`src/ext_io_pkg.sv`:
```
package ext_io_pkg;

	// ****************************************
	// register map (byte addresses)
	// ****************************************
	localparam logic [11:0] ADDR_CTRL    = 12'h000;
	localparam logic [11:0] ADDR_STATUS  = 12'h004;
	localparam logic [11:0] ADDR_EVENT   = 12'h008;
	localparam logic [11:0] ADDR_MASK    = 12'h00c;
	localparam logic [11:0] ADDR_PINS    = 12'h010;

	// ****************************************
	// field positions
	// ****************************************
	localparam int CTRL_PWR_BIT   = 0;
	localparam int CTRL_OUT_BIT   = 1;
	localparam int CTRL_BUSY_BIT  = 2;
	localparam int CTRL_LIM_LSB   = 4;
	localparam int CTRL_SYNC_LSB  = 8;
	localparam int CTRL_SPARE_LSB = 12;

	// event bit positions, one per control input
	localparam int EV_OUT_OFF   = 0;
	localparam int EV_OUT_ON    = 1;
	localparam int EV_SEQ_START = 2;
	localparam int EV_SEQ_STOP  = 3;
	localparam int EV_SEQ_HOLD  = 4;
	localparam int EV_BRANCH1   = 5;
	localparam int EV_BRANCH2   = 6;
	localparam int NUM_CTRL_IN  = 7;

	// ****************************************
	// reset values
	// ****************************************
	localparam logic [13:0] CTRL_RESET = 14'h0000;
	localparam logic [6:0]  MASK_RESET = 7'h00;
	localparam logic [7:0]  PIN_IDLE   = 8'hff;

	// status outputs gathered together
	typedef struct packed {
		logic       spare1;
		logic       spare0;
		logic       seqSync1;
		logic       seqSync0;
		logic       busy;
		logic       limitActive;
		logic       outputOn;
		logic       powerOn;
	} status_pins_s;

	// sequence state reported on the sync outputs
	typedef enum {
		SEQ_IDLE,
		SEQ_RUN,
		SEQ_HOLD
	} seq_state_e;

endpackage

```
`src/external_control_io_port.sv`:
```
// The APB interface to the registers and the address map are this design's own decisions.
`timescale 1ns/1ns

// Summary of operation
// - The power indication output is high while the power source is on.
// - The output-state indication is high while the output is enabled.
// - The limiter indication is high while any of the four limiters acts.
// - The busy indication is high while the internal software is busy.
// - Each control input acts only on a high-to-low transition.
// - Every status output is driven continuously, never left floating.
// - Two sequence sync outputs let an outside party follow the sequence.
module external_control_io_port
	import ext_io_pkg::*;
(
	input  wire logic        core_clk,     // system clock, 25 MHz
	input  wire logic        reset,        // async reset, active high
	input  wire logic        psel,         // apb select
	input  wire logic        penable,      // apb access phase
	input  wire logic        pwrite,       // apb direction
	input  wire logic [11:0] paddr,        // apb byte address
	input  wire logic [31:0] pwdata,       // apb write data
	output logic      [31:0] prdata,       // apb read data
	output logic             pready,       // apb ready
	output logic             pslverr,      // apb error
	input  wire logic [6:0]  ctrlIn,       // control input pins
	output status_pins_s     statusPins,   // status output pins
	output logic      [6:0]  actionPulse,  // one-cycle action pulses
	output logic             irq           // level interrupt
);

	// ****************************************
	// signals
	// ****************************************
	logic [6:0]  syncA_reg;
	logic [6:0]  syncB_reg;
	logic [6:0]  prev_reg;
	logic [13:0] ctrl_reg;
	logic [6:0]  event_reg;
	logic [6:0]  event_next;
	logic [6:0]  mask_reg;
	logic        outEn_reg;
	seq_state_e  seq_reg;
	seq_state_e  seq_next;
	status_pins_s status_reg;
	status_pins_s status_next;
	logic [31:0] rdata_next;
	wire  [6:0]  fall;
	wire         access;
	wire         wrEn;
	wire         rdEn;
	wire         hitCtrl;
	wire         hitStatus;
	wire         hitEvent;
	wire         hitMask;
	wire         hitPins;
	wire         mapped;
	wire         limitAny;

	// named strobes, pulses, state decode and read words
	wire         wrCtrl;
	wire         wrEvent;
	wire         wrMask;
	wire  [6:0]  evClear;
	wire         outOffFell;
	wire         outOnFell;
	wire         startFell;
	wire         stopFell;
	wire         holdFell;
	wire         seqRunning;
	wire         seqHeld;
	wire  [31:0] rdCtrl;
	wire  [31:0] rdStatus;
	wire  [31:0] rdEvent;
	wire  [31:0] rdMask;
	wire  [31:0] rdPins;

	// ****************************************
	// control input synchroniser and edge detect
	// ****************************************

	// two flops, then a third stage for the previous level
	always_ff @(posedge core_clk or posedge reset) begin
		if (reset) begin
			syncA_reg <= PIN_IDLE[6:0];
			syncB_reg <= PIN_IDLE[6:0];
			prev_reg  <= PIN_IDLE[6:0];
		end else begin
			syncA_reg <= ctrlIn;
			syncB_reg <= syncA_reg;
			prev_reg  <= syncB_reg;
		end
	end

	// ****************************************
	// falling edge detect
	// ****************************************

	// high last cycle, low now; idle-high lines never fire
	assign fall = prev_reg & ~syncB_reg;
	assign actionPulse = fall;

	// ****************************************
	// named action pulses
	// ****************************************

	// one wire per pin action, read by the state below
	assign outOffFell = fall[EV_OUT_OFF];
	assign outOnFell  = fall[EV_OUT_ON];
	assign startFell  = fall[EV_SEQ_START];
	assign stopFell   = fall[EV_SEQ_STOP];
	assign holdFell   = fall[EV_SEQ_HOLD];
	// branch lines only raise a pulse and an event bit

	// ****************************************
	// apb decode
	// ****************************************

	// address match against one register offset
	function automatic logic addrHit(input logic [11:0] addr,
	                                 input logic [11:0] offset);
		return addr == offset;
	endfunction

	// access phase and direction
	assign access    = psel & penable;
	assign wrEn      = access & pwrite;
	assign rdEn      = access & ~pwrite;

	// one match per register, zero wait states
	assign hitCtrl   = addrHit(paddr, ADDR_CTRL);
	assign hitStatus = addrHit(paddr, ADDR_STATUS);
	assign hitEvent  = addrHit(paddr, ADDR_EVENT);
	assign hitMask   = addrHit(paddr, ADDR_MASK);
	assign hitPins   = addrHit(paddr, ADDR_PINS);
	assign mapped    = hitCtrl | hitStatus | hitEvent | hitMask | hitPins;
	assign pready    = 1'b1;
	assign pslverr   = access & ~mapped;

	// write strobes; unmapped writes touch nothing
	assign wrCtrl    = wrEn & hitCtrl;
	assign wrEvent   = wrEn & hitEvent;
	assign wrMask    = wrEn & hitMask;

	// ****************************************
	// read data
	// ****************************************

	// each register gated by its own match
	assign rdCtrl    = hitCtrl   ? {18'h0, ctrl_reg}   : 32'h0;
	assign rdStatus  = hitStatus ? {24'h0, status_reg} : 32'h0;
	assign rdEvent   = hitEvent  ? {25'h0, event_reg}  : 32'h0;
	assign rdMask    = hitMask   ? {25'h0, mask_reg}   : 32'h0;
	assign rdPins    = hitPins   ? {25'h0, syncB_reg}  : 32'h0;

	// matches are exclusive, so an or of the gated words selects
	assign rdata_next = rdCtrl | rdStatus | rdEvent | rdMask | rdPins;
	assign prdata     = rdEn ? rdata_next : 32'h0000_0000;

	// ****************************************
	// control register
	// ****************************************

	// software-set power, busy, limiter and spare levels
	always_ff @(posedge core_clk or posedge reset) begin
		if (reset) begin
			ctrl_reg <= CTRL_RESET;
		end else if (wrCtrl) begin
			ctrl_reg <= pwdata[13:0];
		end
	end

	// ****************************************
	// output enable and sequence state
	// ****************************************

	// output on/off by pin edges; off wins if both fall together
	always_ff @(posedge core_clk or posedge reset) begin
		if (reset) begin
			outEn_reg <= 1'b0;
		end else if (outOffFell) begin
			outEn_reg <= 1'b0;
		end else if (outOnFell) begin
			outEn_reg <= 1'b1;
		end else if (wrCtrl) begin
			outEn_reg <= pwdata[CTRL_OUT_BIT];
		end
	end

	// ****************************************
	// sequence state
	// ****************************************

	// stop beats hold in run and start in hold, start beats stop in idle; branches do not move the state
	always_comb begin
		seq_next = seq_reg;
		case (seq_reg)
			SEQ_IDLE: begin
				if (startFell) begin
					seq_next = SEQ_RUN;
				end
			end
			SEQ_RUN: begin
				if (stopFell) begin
					seq_next = SEQ_IDLE;
				end else if (holdFell) begin
					seq_next = SEQ_HOLD;
				end
			end
			SEQ_HOLD: begin
				if (stopFell) begin
					seq_next = SEQ_IDLE;
				end else if (startFell) begin
					seq_next = SEQ_RUN;
				end
			end
			default: seq_next = SEQ_IDLE;
		endcase
	end

	// state register
	always_ff @(posedge core_clk or posedge reset) begin
		if (reset) begin
			seq_reg <= SEQ_IDLE;
		end else begin
			seq_reg <= seq_next;
		end
	end

	// state decode for the sync pins
	assign seqRunning = seq_reg == SEQ_RUN;
	assign seqHeld    = seq_reg == SEQ_HOLD;

	// ****************************************
	// status pins
	// ****************************************

	// any of peak+, peak-, average current or power limiter
	assign limitAny = |ctrl_reg[CTRL_LIM_LSB +: 4];

	// next value of every indication line
	always_comb begin
		status_next.powerOn     = ctrl_reg[CTRL_PWR_BIT];
		status_next.outputOn    = outEn_reg;
		status_next.limitActive = limitAny;
		status_next.busy        = ctrl_reg[CTRL_BUSY_BIT];
		// sync pins: software pattern or live sequence state
		status_next.seqSync0    = ctrl_reg[CTRL_SYNC_LSB] |
		                          seqRunning;
		status_next.seqSync1    = ctrl_reg[CTRL_SYNC_LSB + 1] |
		                          seqHeld;
		status_next.spare0      = ctrl_reg[CTRL_SPARE_LSB];
		status_next.spare1      = ctrl_reg[CTRL_SPARE_LSB + 1];
	end

	// ****************************************
	// status register
	// ****************************************

	// registered, always driven from reset onward
	always_ff @(posedge core_clk or posedge reset) begin
		if (reset) begin
			statusPins <= '0;
		end else begin
			statusPins <= status_next;
		end
	end

	// read-back copy of the pins
	assign status_reg = statusPins;

	// ****************************************
	// interrupt status and mask
	// ****************************************

	// clear vector from a write of ones
	assign evClear    = wrEvent ? pwdata[6:0] : 7'h00;

	// set wins over write-one-to-clear
	assign event_next = (event_reg & ~evClear) | fall;

	// ****************************************
	// event and mask registers
	// ****************************************

	// sticky events and the mask beside them
	always_ff @(posedge core_clk or posedge reset) begin
		if (reset) begin
			event_reg <= 7'h00;
			mask_reg  <= MASK_RESET;
		end else begin
			event_reg <= event_next;
			if (wrMask) begin
				mask_reg <= pwdata[6:0];
			end
		end
	end

	// level output, high while an unmasked bit is set
	assign irq = |(event_reg & mask_reg);

endmodule

```
`config.mk`:
```
export PLATFORM = sky130hd
export DESIGN_NAME = external_control_io_port
export DESIGN_NICKNAME = d
export VERILOG_FILES = /design/src/ext_io_pkg.sv /design/src/external_control_io_port.sv
export SDC_FILE = /design/constraint.sdc
export NUM_CORES = 1
export LEC_CHECK = 0
export BUFFER_PORTS_ARGS = -buffer_cell sky130_fd_sc_hd__buf_2
export CORE_MARGIN = 5
export CORE_UTILIZATION = 50
export DETAILED_ROUTE_END_ITERATION = 7
export PLACE_DENSITY = 0.86
export SLEW_MARGIN = 30
export SYNTH_ARGS = -nofsm -noshare
export SYNTH_HDL_FRONTEND = slang
export SYNTH_SLANG_ARGS = --single-unit
export TNS_END_PERCENT = 50
```
`constraint.sdc`:
```
create_clock -name core_clk -period 6.15 [get_ports core_clk]
set_input_delay 0.3075 -clock core_clk [delete_from_list [all_inputs] [get_ports core_clk]]
set_output_delay 0.3075 -clock core_clk [all_outputs]
set_load 0.03 [all_outputs]
```
# Yosys cells after proc, flatten, opt, wreduce, memory -nomap -nowiden
# Index checks and enable logic that the tools add are counted.
[word_totals]
out_inout_bits = 50
wordCells = 70
input_bits = 56
reg_bits = 90
[classes]
reduce_logical = 5
eq_ne = 9
n_mux = 15
n_bitwise = 25
[ops]
columns = ["op", "count"]
rows = [
  ["$mux 32", 4],
  ["$pmux 32 s3", 1],
  ["$eq 32x2->1 const B", 2],
  ["$or 14x7->14", 3],
  ["$eq 32x1->1 const B", 1],
  ["$eq 32x3->1 const B", 1],
  ["$logic_not 32->1", 1],
  ["$mux 14", 2],
  ["$mux 7", 4],
  ["$eq 12x4->1 const B", 2],
  ["$and 7x7->7", 3],
  ["$not 7->7", 2],
  ["$or 14x8->14", 1],
  ["$eq 12x3->1 const B", 1],
  ["$eq 12x5->1 const B", 1],
  ["$logic_not 12->1", 1],
  ["$mux 8", 1],
  ["$and 1x1->1", 7],
  ["$or 7x7->7", 1],
  ["$reduce_or 7->1", 1],
  ["$or 1x1->1", 6],
  ["$reduce_or 4->1", 1],
  ["$mux 1", 3],
  ["$ne 3x3->1 const B", 1],
  ["other kinds (2)", 3],
]

# Depth between registers and ports, before layout
# Gate-level depths: netlist of run 1.
[logic_depth]
ltp_word = 7
depth_mapped = 6
ltp_nobuf = 4

# Least setup slack after synthesis of run 1
# Ideal clock, no wire load.
[synth_path]
kind = "in2out"
from = "input port paddr[1]"
to = "output port prdata[10]"
t_arrival_ns = 2.108
stages = 4
slack_ns = 3.735
n_path_buf = 1
cell_sequence = "nor4_1 > nand4_1 > clkbuf_1 > nor4b_1"
[synth_via]
elab_chain_len = 7
[synth_lines]
columns = ["element", "line_no", "source"]
rows = [
  ["start: declaration", "external_control_io_port.sv:20", "input wire logic [11:0] paddr,"],
  ["$logic_not 12->1", "external_control_io_port.sv:121", "return addr == offset;"],
  ["$mux 14", "external_control_io_port.sv:149", "assign rdCtrl = hitCtrl ? {18'h0, ctrl_reg} : 32'h0;"],
  ["$or 14x8->14", "external_control_io_port.sv:156", "assign rdata_next = rdCtrl | rdStatus | rdEvent | rdMask | rdPins;"],
  ["$or 14x7->14 (3 in a row)", "external_control_io_port.sv:156", ""],
  ["$mux 14", "external_control_io_port.sv:157", "assign prdata = rdEn ? rdata_next : 32'h0000_0000;"],
  ["end: declaration", "external_control_io_port.sv:22", "output logic [31:0] prdata,"],
]
# No other way between the ends.

# Worst setup path in the final report of run 1
[layout_path]
from = "input port paddr[1]"
to = "output port prdata[4]"
[layout_via]
elab_chain_len = 7
word_cells_on_any_way = 15
classes_between = "eq/ne (4); mux (6); bitwise (4); reduce/logical (1)"
[layout_lines]
columns = ["element", "line_no"]
rows = [
  ["$eq 12x3->1 or $logic_not 12->1 (tied branches)", "external_control_io_port.sv:121"],
  ["$mux 8 or $mux 14 (tied branches)", "external_control_io_port.sv:150, external_control_io_port.sv:149"],
  ["$or 14x8->14", "external_control_io_port.sv:156"],
  ["$or 14x7->14 (2 in a row)", "external_control_io_port.sv:156"],
  ["$or 14x7->14 (*)", "external_control_io_port.sv:156"],
  ["$mux 14 (*)", "external_control_io_port.sv:157"],
]
# Mark *: on every way between the ends. The rest lies on a longest branch, timed or not.

==> impl_results.md, run 1 <==
* Mean area per synthesized cell at 13.6 sq um
* Initial antenna violation count at 0
* Max Cap Viol at 0
* Wire per inst at around 16 microns
* Final Util at about 60%
* Placed cells at 445
* Commonest non-fill, non-tap cells in the layout: dfrtp_1 (69), buf_2 (68), conb_1 (49)
* Outcome: finished, final reports clean
* R2R Setup Slk at 4.73 ns
* Worst Path Required at 5.84 ns
* Area growth, synth to finish at 18.1%
* Vias post-DR at 2313
* Largest net degree at the start of global routing at 91
* Clock sinks at 90
* Antenna Nets Post-Route at 0
* Htree depth at 3
* Final net count at 416
* Layout filler cell count at 524
* Setup repair bufs after CTS at 0
* FFs w/ async S/R, synth at 100%
* Max incr delay on CP at 0.61 ns
* #FFs+latches synth at 90
* Commonest non-fill, non-tap cell in the layout: dfrtp_1
* Clock slew at reported path FFs at 0.10 ns
* Most used cell, CP: buf_2
* Max reg flops at 32
* TritonCTS buffer count at 9
* Vias per inst at 5.02
* Routed WL at 7160 microns
* N_diodes at 0
* Power Density at 258 nW/um^2
* Worst setup SP type: input port
* Synth warn at 0
* CP endpoint kind: output port
* Sequential share of the synthesized area at a little under two thirds
* Tmin final at 2.74 ns
* TNS Setup at 0 ns
* DRC Markers at 0
* Starting DRC count in detailed routing at 86
* Final Skew at 0.0129 ns
* Post-route non-filler standard cell count at around 460
* Worst hold slack at 0.0329 ns
* Hold Crit Class: input port to flop
* Clock root buffer: clkbuf_8
* Fmax at 364 MHz
* Worst-path maximum fanout at 14
* Post-synth EDFFs at 0
* Port bufs at just under 70
* Die W at 94.5 microns
* Main synth FF type: dfrtp_1
* Die area at 8930 sq um
* Die Y at around 94 microns
* Synth cell types at 39
* Kind of critical path: input port to output port
* Rel. slew slack at 36.7%
* Cts repair resizes at 0
* Delay-heaviest family, CP: simple AND/OR/NAND/NOR gates
* Gr ovfl total at 0
* Post-CTS Hold Buffers at 0
* Crit path DAT at 2.44 ns
* CTS tree: yes
* Global-route wire length before repair at 11300 microns
* Core outline area at around 7000 sq um
* Slew Viols, Final at 0
* RSZ-0062 raised after global routing: false
* Final GP Congestion at 0.820
* Final Hold Vio Count at 0
* Synth Cell Area at ~3600 sq um
* Vias in the first global route at 2317
* Starting Density at slightly above 50%
* Worst skew pair latency at between 0.3 and 0.4 ns
* FP Rows at 30
* Crit share post-route at 44.6%
* Clock tree buffer depth at 2
* Post-detail-place hpwl at a little over 5000 microns
* Overall Global Routing Usage at 17.1%
* Layout cells sized above 1 at 37.3%
* Critical path cell sequence: buf_2 -> nor4_1 -> nand4_1 -> or2_2 -> o32ai_1 -> buf_2
* I/O pin cnt at 106
* Peak VDD IR at 0.000117 V
* Worst path slowest cell: or2_2
* Worst Tran Pin Value at about 0.95 ns
* LEAKAGE at ~0.0021 uW
* Final setup violation count at 0
* Post-Synthesis Cells at 262
* Final instance area at 4220 sq um
* Placed cell areas at 4030 sq um
* First-pass DRT Iterations at 4
* Buffer and inverter count on the worst path at 2
## where the power goes
part           total [uW]  switching, uW  leakage (uW)  internal (uW)
clock network         381            224     0.0000947            157
registers             623           7.00       0.00107            616
logic                82.4           59.3      0.000896           23.1
## cell families after synthesis
logic type	after synthesis	synth area share [%]
and+or+nand+nor	71	12.4
AOI/OAI and AO/OA	31	6.21
buffers and inverters	32	5.68
other	2	0.210
muxes	36	11.7
DFF	90	63.9
## cell usage after synthesis (5+ instances only)
master / count / area (sq um)
nor3_1: 5 / 25.0
mux2_4: 8 / 120
dfstp_2: 21 / 552
mux2_2: 13 / 146
mux2i_1: 15 / 150
nor2b_1: 9 / 56.3
nand2_1: 8 / 30.0
clkbuf_1: 7 / 26.3
dfrtp_1: 69 / 1730
o32ai_1: 6 / 52.6
a21oi_1: 8 / 40.0
nor4b_1: 5 / 43.8
buf_4: 20 / 150
nor4_1: 9 / 56.3
nor2_1: 13 / 48.8
a21o_1: 9 / 67.6
## stage by stage
stage                     setup slack (ns)  total power, uW
final                                 3.41             1090
after global routing                  3.23             1130
after CTS                             3.39             1090
after detailed placement              3.40              716
after global placement                3.44              713
after floorplan                       3.54              697
## area by class of cell
type	count	area (sq um)	share of cell area, %
clock buffers	9	124	2.94
multi-input cells	187	1260	30.0
clock inverters	7	65.1	1.54
well taps	96	120	2.85
flip-flops and latches	90	2280	54.1
repair buffers	69	352	8.34
inverters	3	12.5	0.297
## routing by layer
metal,GRT usage (%),vias to the layer above,routed length (microns),share of wire [%]
li1,-,1069,-,-
met1,20.3,1140,2900,41
met2,28.3,92,3500,49
met3,4.86,12,613,8.6
met4,9.01,0,141,2.0
met5,0,-,0,0
## worst paths after layout
kind | start | to | cells after the start
max | paddr[1] | prdata[4] | 6
min | ctrlIn[5] | syncA_reg[5] | 1
max reg2reg | seq_reg[25] | seq_reg[1] | 4
min reg2reg | syncA_reg[4] | syncB_reg[4] | 0
max in group asynchronous | reset | ctrl_reg[3] | 3
min in group asynchronous | reset | seq_reg[26] | 3
## worst reg2reg max path, delay by kind of cell (launching register included)
kind,cells,cell delay (ns)
AND/OR/NAND/NOR,4,0.97
flip-flops,1,0.38
(Power assumes the default switching activity.)
==> run 2, diff against run 1 <==
==> constraint.sdc (replaced) <==
create_clock -name core_clk -period 2.82 [get_ports core_clk]
set_input_delay 0.141 -clock core_clk [delete_from_list [all_inputs] [get_ports core_clk]]
set_output_delay 0.141 -clock core_clk [all_outputs]
set_load 0.03 [all_outputs]
==> run 2 against run 1 <==
Core utilization rose by 3.2 points. Critical endpoint unchanged. First-iteration DRC count rose by 97%. Largest cell class unchanged. Clock power rose to 2.5 times the previous value. Worst setup slack got worse by 2.6 ns. Cell count rose by 4.3%. Highest routed layer is now met5. Routed wire length rose by 2.6%. Register-to-register slack got worse by 3.4 ns. Total power rose by 130%. Via count rose by 3.4%. Critical path type unchanged. Critical path depth did not move.
==> impl_results.md, run 2 (synthesized netlist as in run 1, its figures left out) <==
* Clock slew at reported path FFs at 0.09 ns (about the same)
* Hold Crit Class: input port to flop
* Placed cell areas at 4070 sq um (+1.0%)
* CTS tree: yes
* RSZ-0062 raised after global routing: false
* Htree depth at 3 (unchanged)
* Vias per inst at 4.97 (-0.88%)
* Clock sinks at 90 (unchanged)
* I/O pin cnt at 106 (unchanged)
* Wire per inst at 15.3 microns (-1.7%)
* Initial antenna violation count at 1 (+1)
* Met2 WL at 3550 microns (+1.4%)
* Die Y at 94.5 microns (unchanged)
* Die area at 8930 sq um (unchanged)
* Place WS at 0.767 ns (-2.63 ns)
* Layout cells sized above 1 at 36.6% (-0.64 points)
* Top Layer Used: met5
* CP endpoint kind: output port
* Crit path DAT at 1.88 ns (-0.56 ns)
* Final Skew at 0.0114 ns (-0.00149 ns)
* Starting DRC count in detailed routing at 169 (+97%)
* Antenna Nets Post-Route at 0 (unchanged)
* Power Density at 568 nW/um^2 (+120%)
* Tmin final at a little over 2 ns
* Most used cell, CP: buf_2
* Largest net degree at the start of global routing at 41 (-55%)
* Final GP Congestion at 0.847 (+3.3%)
* Global-route wire length before repair at 11600 microns (+2.6%)
* Die W at 94.5 microns (unchanged)
* Clock root buffer: clkbuf_8
* Outcome: finished, final reports clean
* Worst path slowest cell: o32ai_1
* Wl on met1 at 2850 microns (-1.8%)
* Rel. slew slack at 57.7% (+21 points)
* FP Rows at 30 (unchanged)
* Peak VDD IR at 0.000388 V (+230%)
* Area growth, synth to finish at 24.2%
* Final Hold Vio Count at 0 (unchanged)
* Setup ws final at 0.795 ns (-2.61 ns)
* Starting Density at 51.9% (unchanged)
* Vias in the first global route at 2414 (+4.2%)
* Final instance area at 4430 sq um (+5.2%)
* Tot Pwr at 2520 uW (+130%)
* Layout filler cell count at 535 (+2.1%)
* Area occupied by multi-input gates at 1260 sq um (unchanged)
* Critical path cell sequence: buf_2 -> nor4_1 -> nand4_1 -> buf_4 -> o32ai_1 -> buf_2
* Core outline area at 6870 sq um (unchanged)
* Max Cap Viol at 0 (unchanged)
* Commonest non-fill, non-tap cells in the layout: dfrtp_1 (69), buf_2 (68), conb_1 (49)
* Worst Path Required at 2.68 ns (-3.16 ns)
* TNS Setup at 0 ns (unchanged)
* Max reg flops at 32 (unchanged)
* Kind of critical path: input port to output port
* Worst Tran Pin Value at 0.633 ns (-0.317 ns)
* First-pass DRT Iterations at 4 (unchanged)
* Slew Viols, Final at 0 (unchanged)
* Fmax at 494 MHz
* Crit share post-route at 71.8%
* Cts repair resizes at 0 (unchanged)
* Final net count at 436 (+4.8%)
* Worst setup SP type: input port
* Max incr delay on CP at 0.40 ns (-0.21 ns)
* Routed WL at 7340 microns (+2.6%)
* Sequential Area at 2280 sq um (unchanged)
* Gr ovfl total at 0 (unchanged)
* Clock tree buffer depth at 2 (unchanged)
* Worst-path maximum fanout at 10 (-4)
* Overall Global Routing Usage at 17.6% (+0.56 points)
* LEAKAGE at 0.00217 uW (+5.0%)
* Vias post-DR at 2392 (+3.4%)
* Commonest non-fill, non-tap cell in the layout: dfrtp_1
* Worst skew pair latency at 0.36 ns (about the same)
* Wire length on met3 at 744 microns (+21%)
* DRC Markers at 0 (unchanged)
* N_diodes at 0 (unchanged)
* Port bufs at 68 (unchanged)
* Final setup violation count at 0 (unchanged)
* TritonCTS buffer count at 9 (unchanged)
* Post-detail-place hpwl at 5240 microns (+3.8%)
run 2: cell count changes in the layout (fill, tap and decap cells not counted), sizes merged:
cell,delta
inv,-3
clkbuf,+1
buf,+6
clkinvlp,-1
bufinv,+2
clkinv,+1
dlygate4sd3,+14
run 2: worst max-delay path: cells and delay by family:
family | cells | cell delay, ns
simple gates | 2 | 0.67
buf+inv | 3 | 0.68
compound gates | 1 | 0.40
run 2: timing repair:
action,CTS,global route
setup buffers,0,0
endpoints found under the hold margin,38,2
hold buffers,12,2
run 2: worst paths after layout:
check	cells past startpoint	from	to	slack, ns
min in group asynchronous	3	reset	seq_reg[2]	0.40
min	2	pwdata[8]	ctrl_reg[8]	0.02
min reg2reg	0	syncA_reg[6]	syncB_reg[6]	0.36
max in group asynchronous	4	reset	syncA_reg[6]	1.59
max reg2reg	4	seq_reg[26]	seq_reg[1]	1.38
max	6	paddr[1]	prdata[4]	0.79
run 2: through the flow:
step	std cells	hold WS [ns]	utilization [%]
2_1_floorplan	309	0.145	-
3_3_place_gp	451	0.234	59.2
3_5_place_dp	451	0.235	59.2
4_1_cts	479	0.00170	64.2
5_1_grt	481	0.00548	64.5
6_report	481	0.0227	64.5
run 2: cell type report:
cell class                      count  area share [%]
Sequential cell                    90            51.4
Multi-Input combinational cell    187            28.5
Timing Repair Buffer               89            12.0
Clock buffer                       10            2.88
Tap cell                           96            2.71
Clock inverter                      6            2.20
Inverter                            3           0.282
run 2: metal layers:
metal / track usage, % / up-vias
met3: 7.73 / 18
met2: 28.5 / 100
met4: 8.89 / 2
met1: 19.9 / 1165
li1: - / 1107
met5: 0 / -
run 2: report_power, final:
group | switching, uW | leakage, uW | internal, uW | total, uW
clock network | 452 | 0.000113 | 512 | 964
logic | 132 | 0.000982 | 63.4 | 195
registers | 15.2 | 0.00107 | 1340 | 1360
total | 600 | 0.00217 | 1920 | 2520
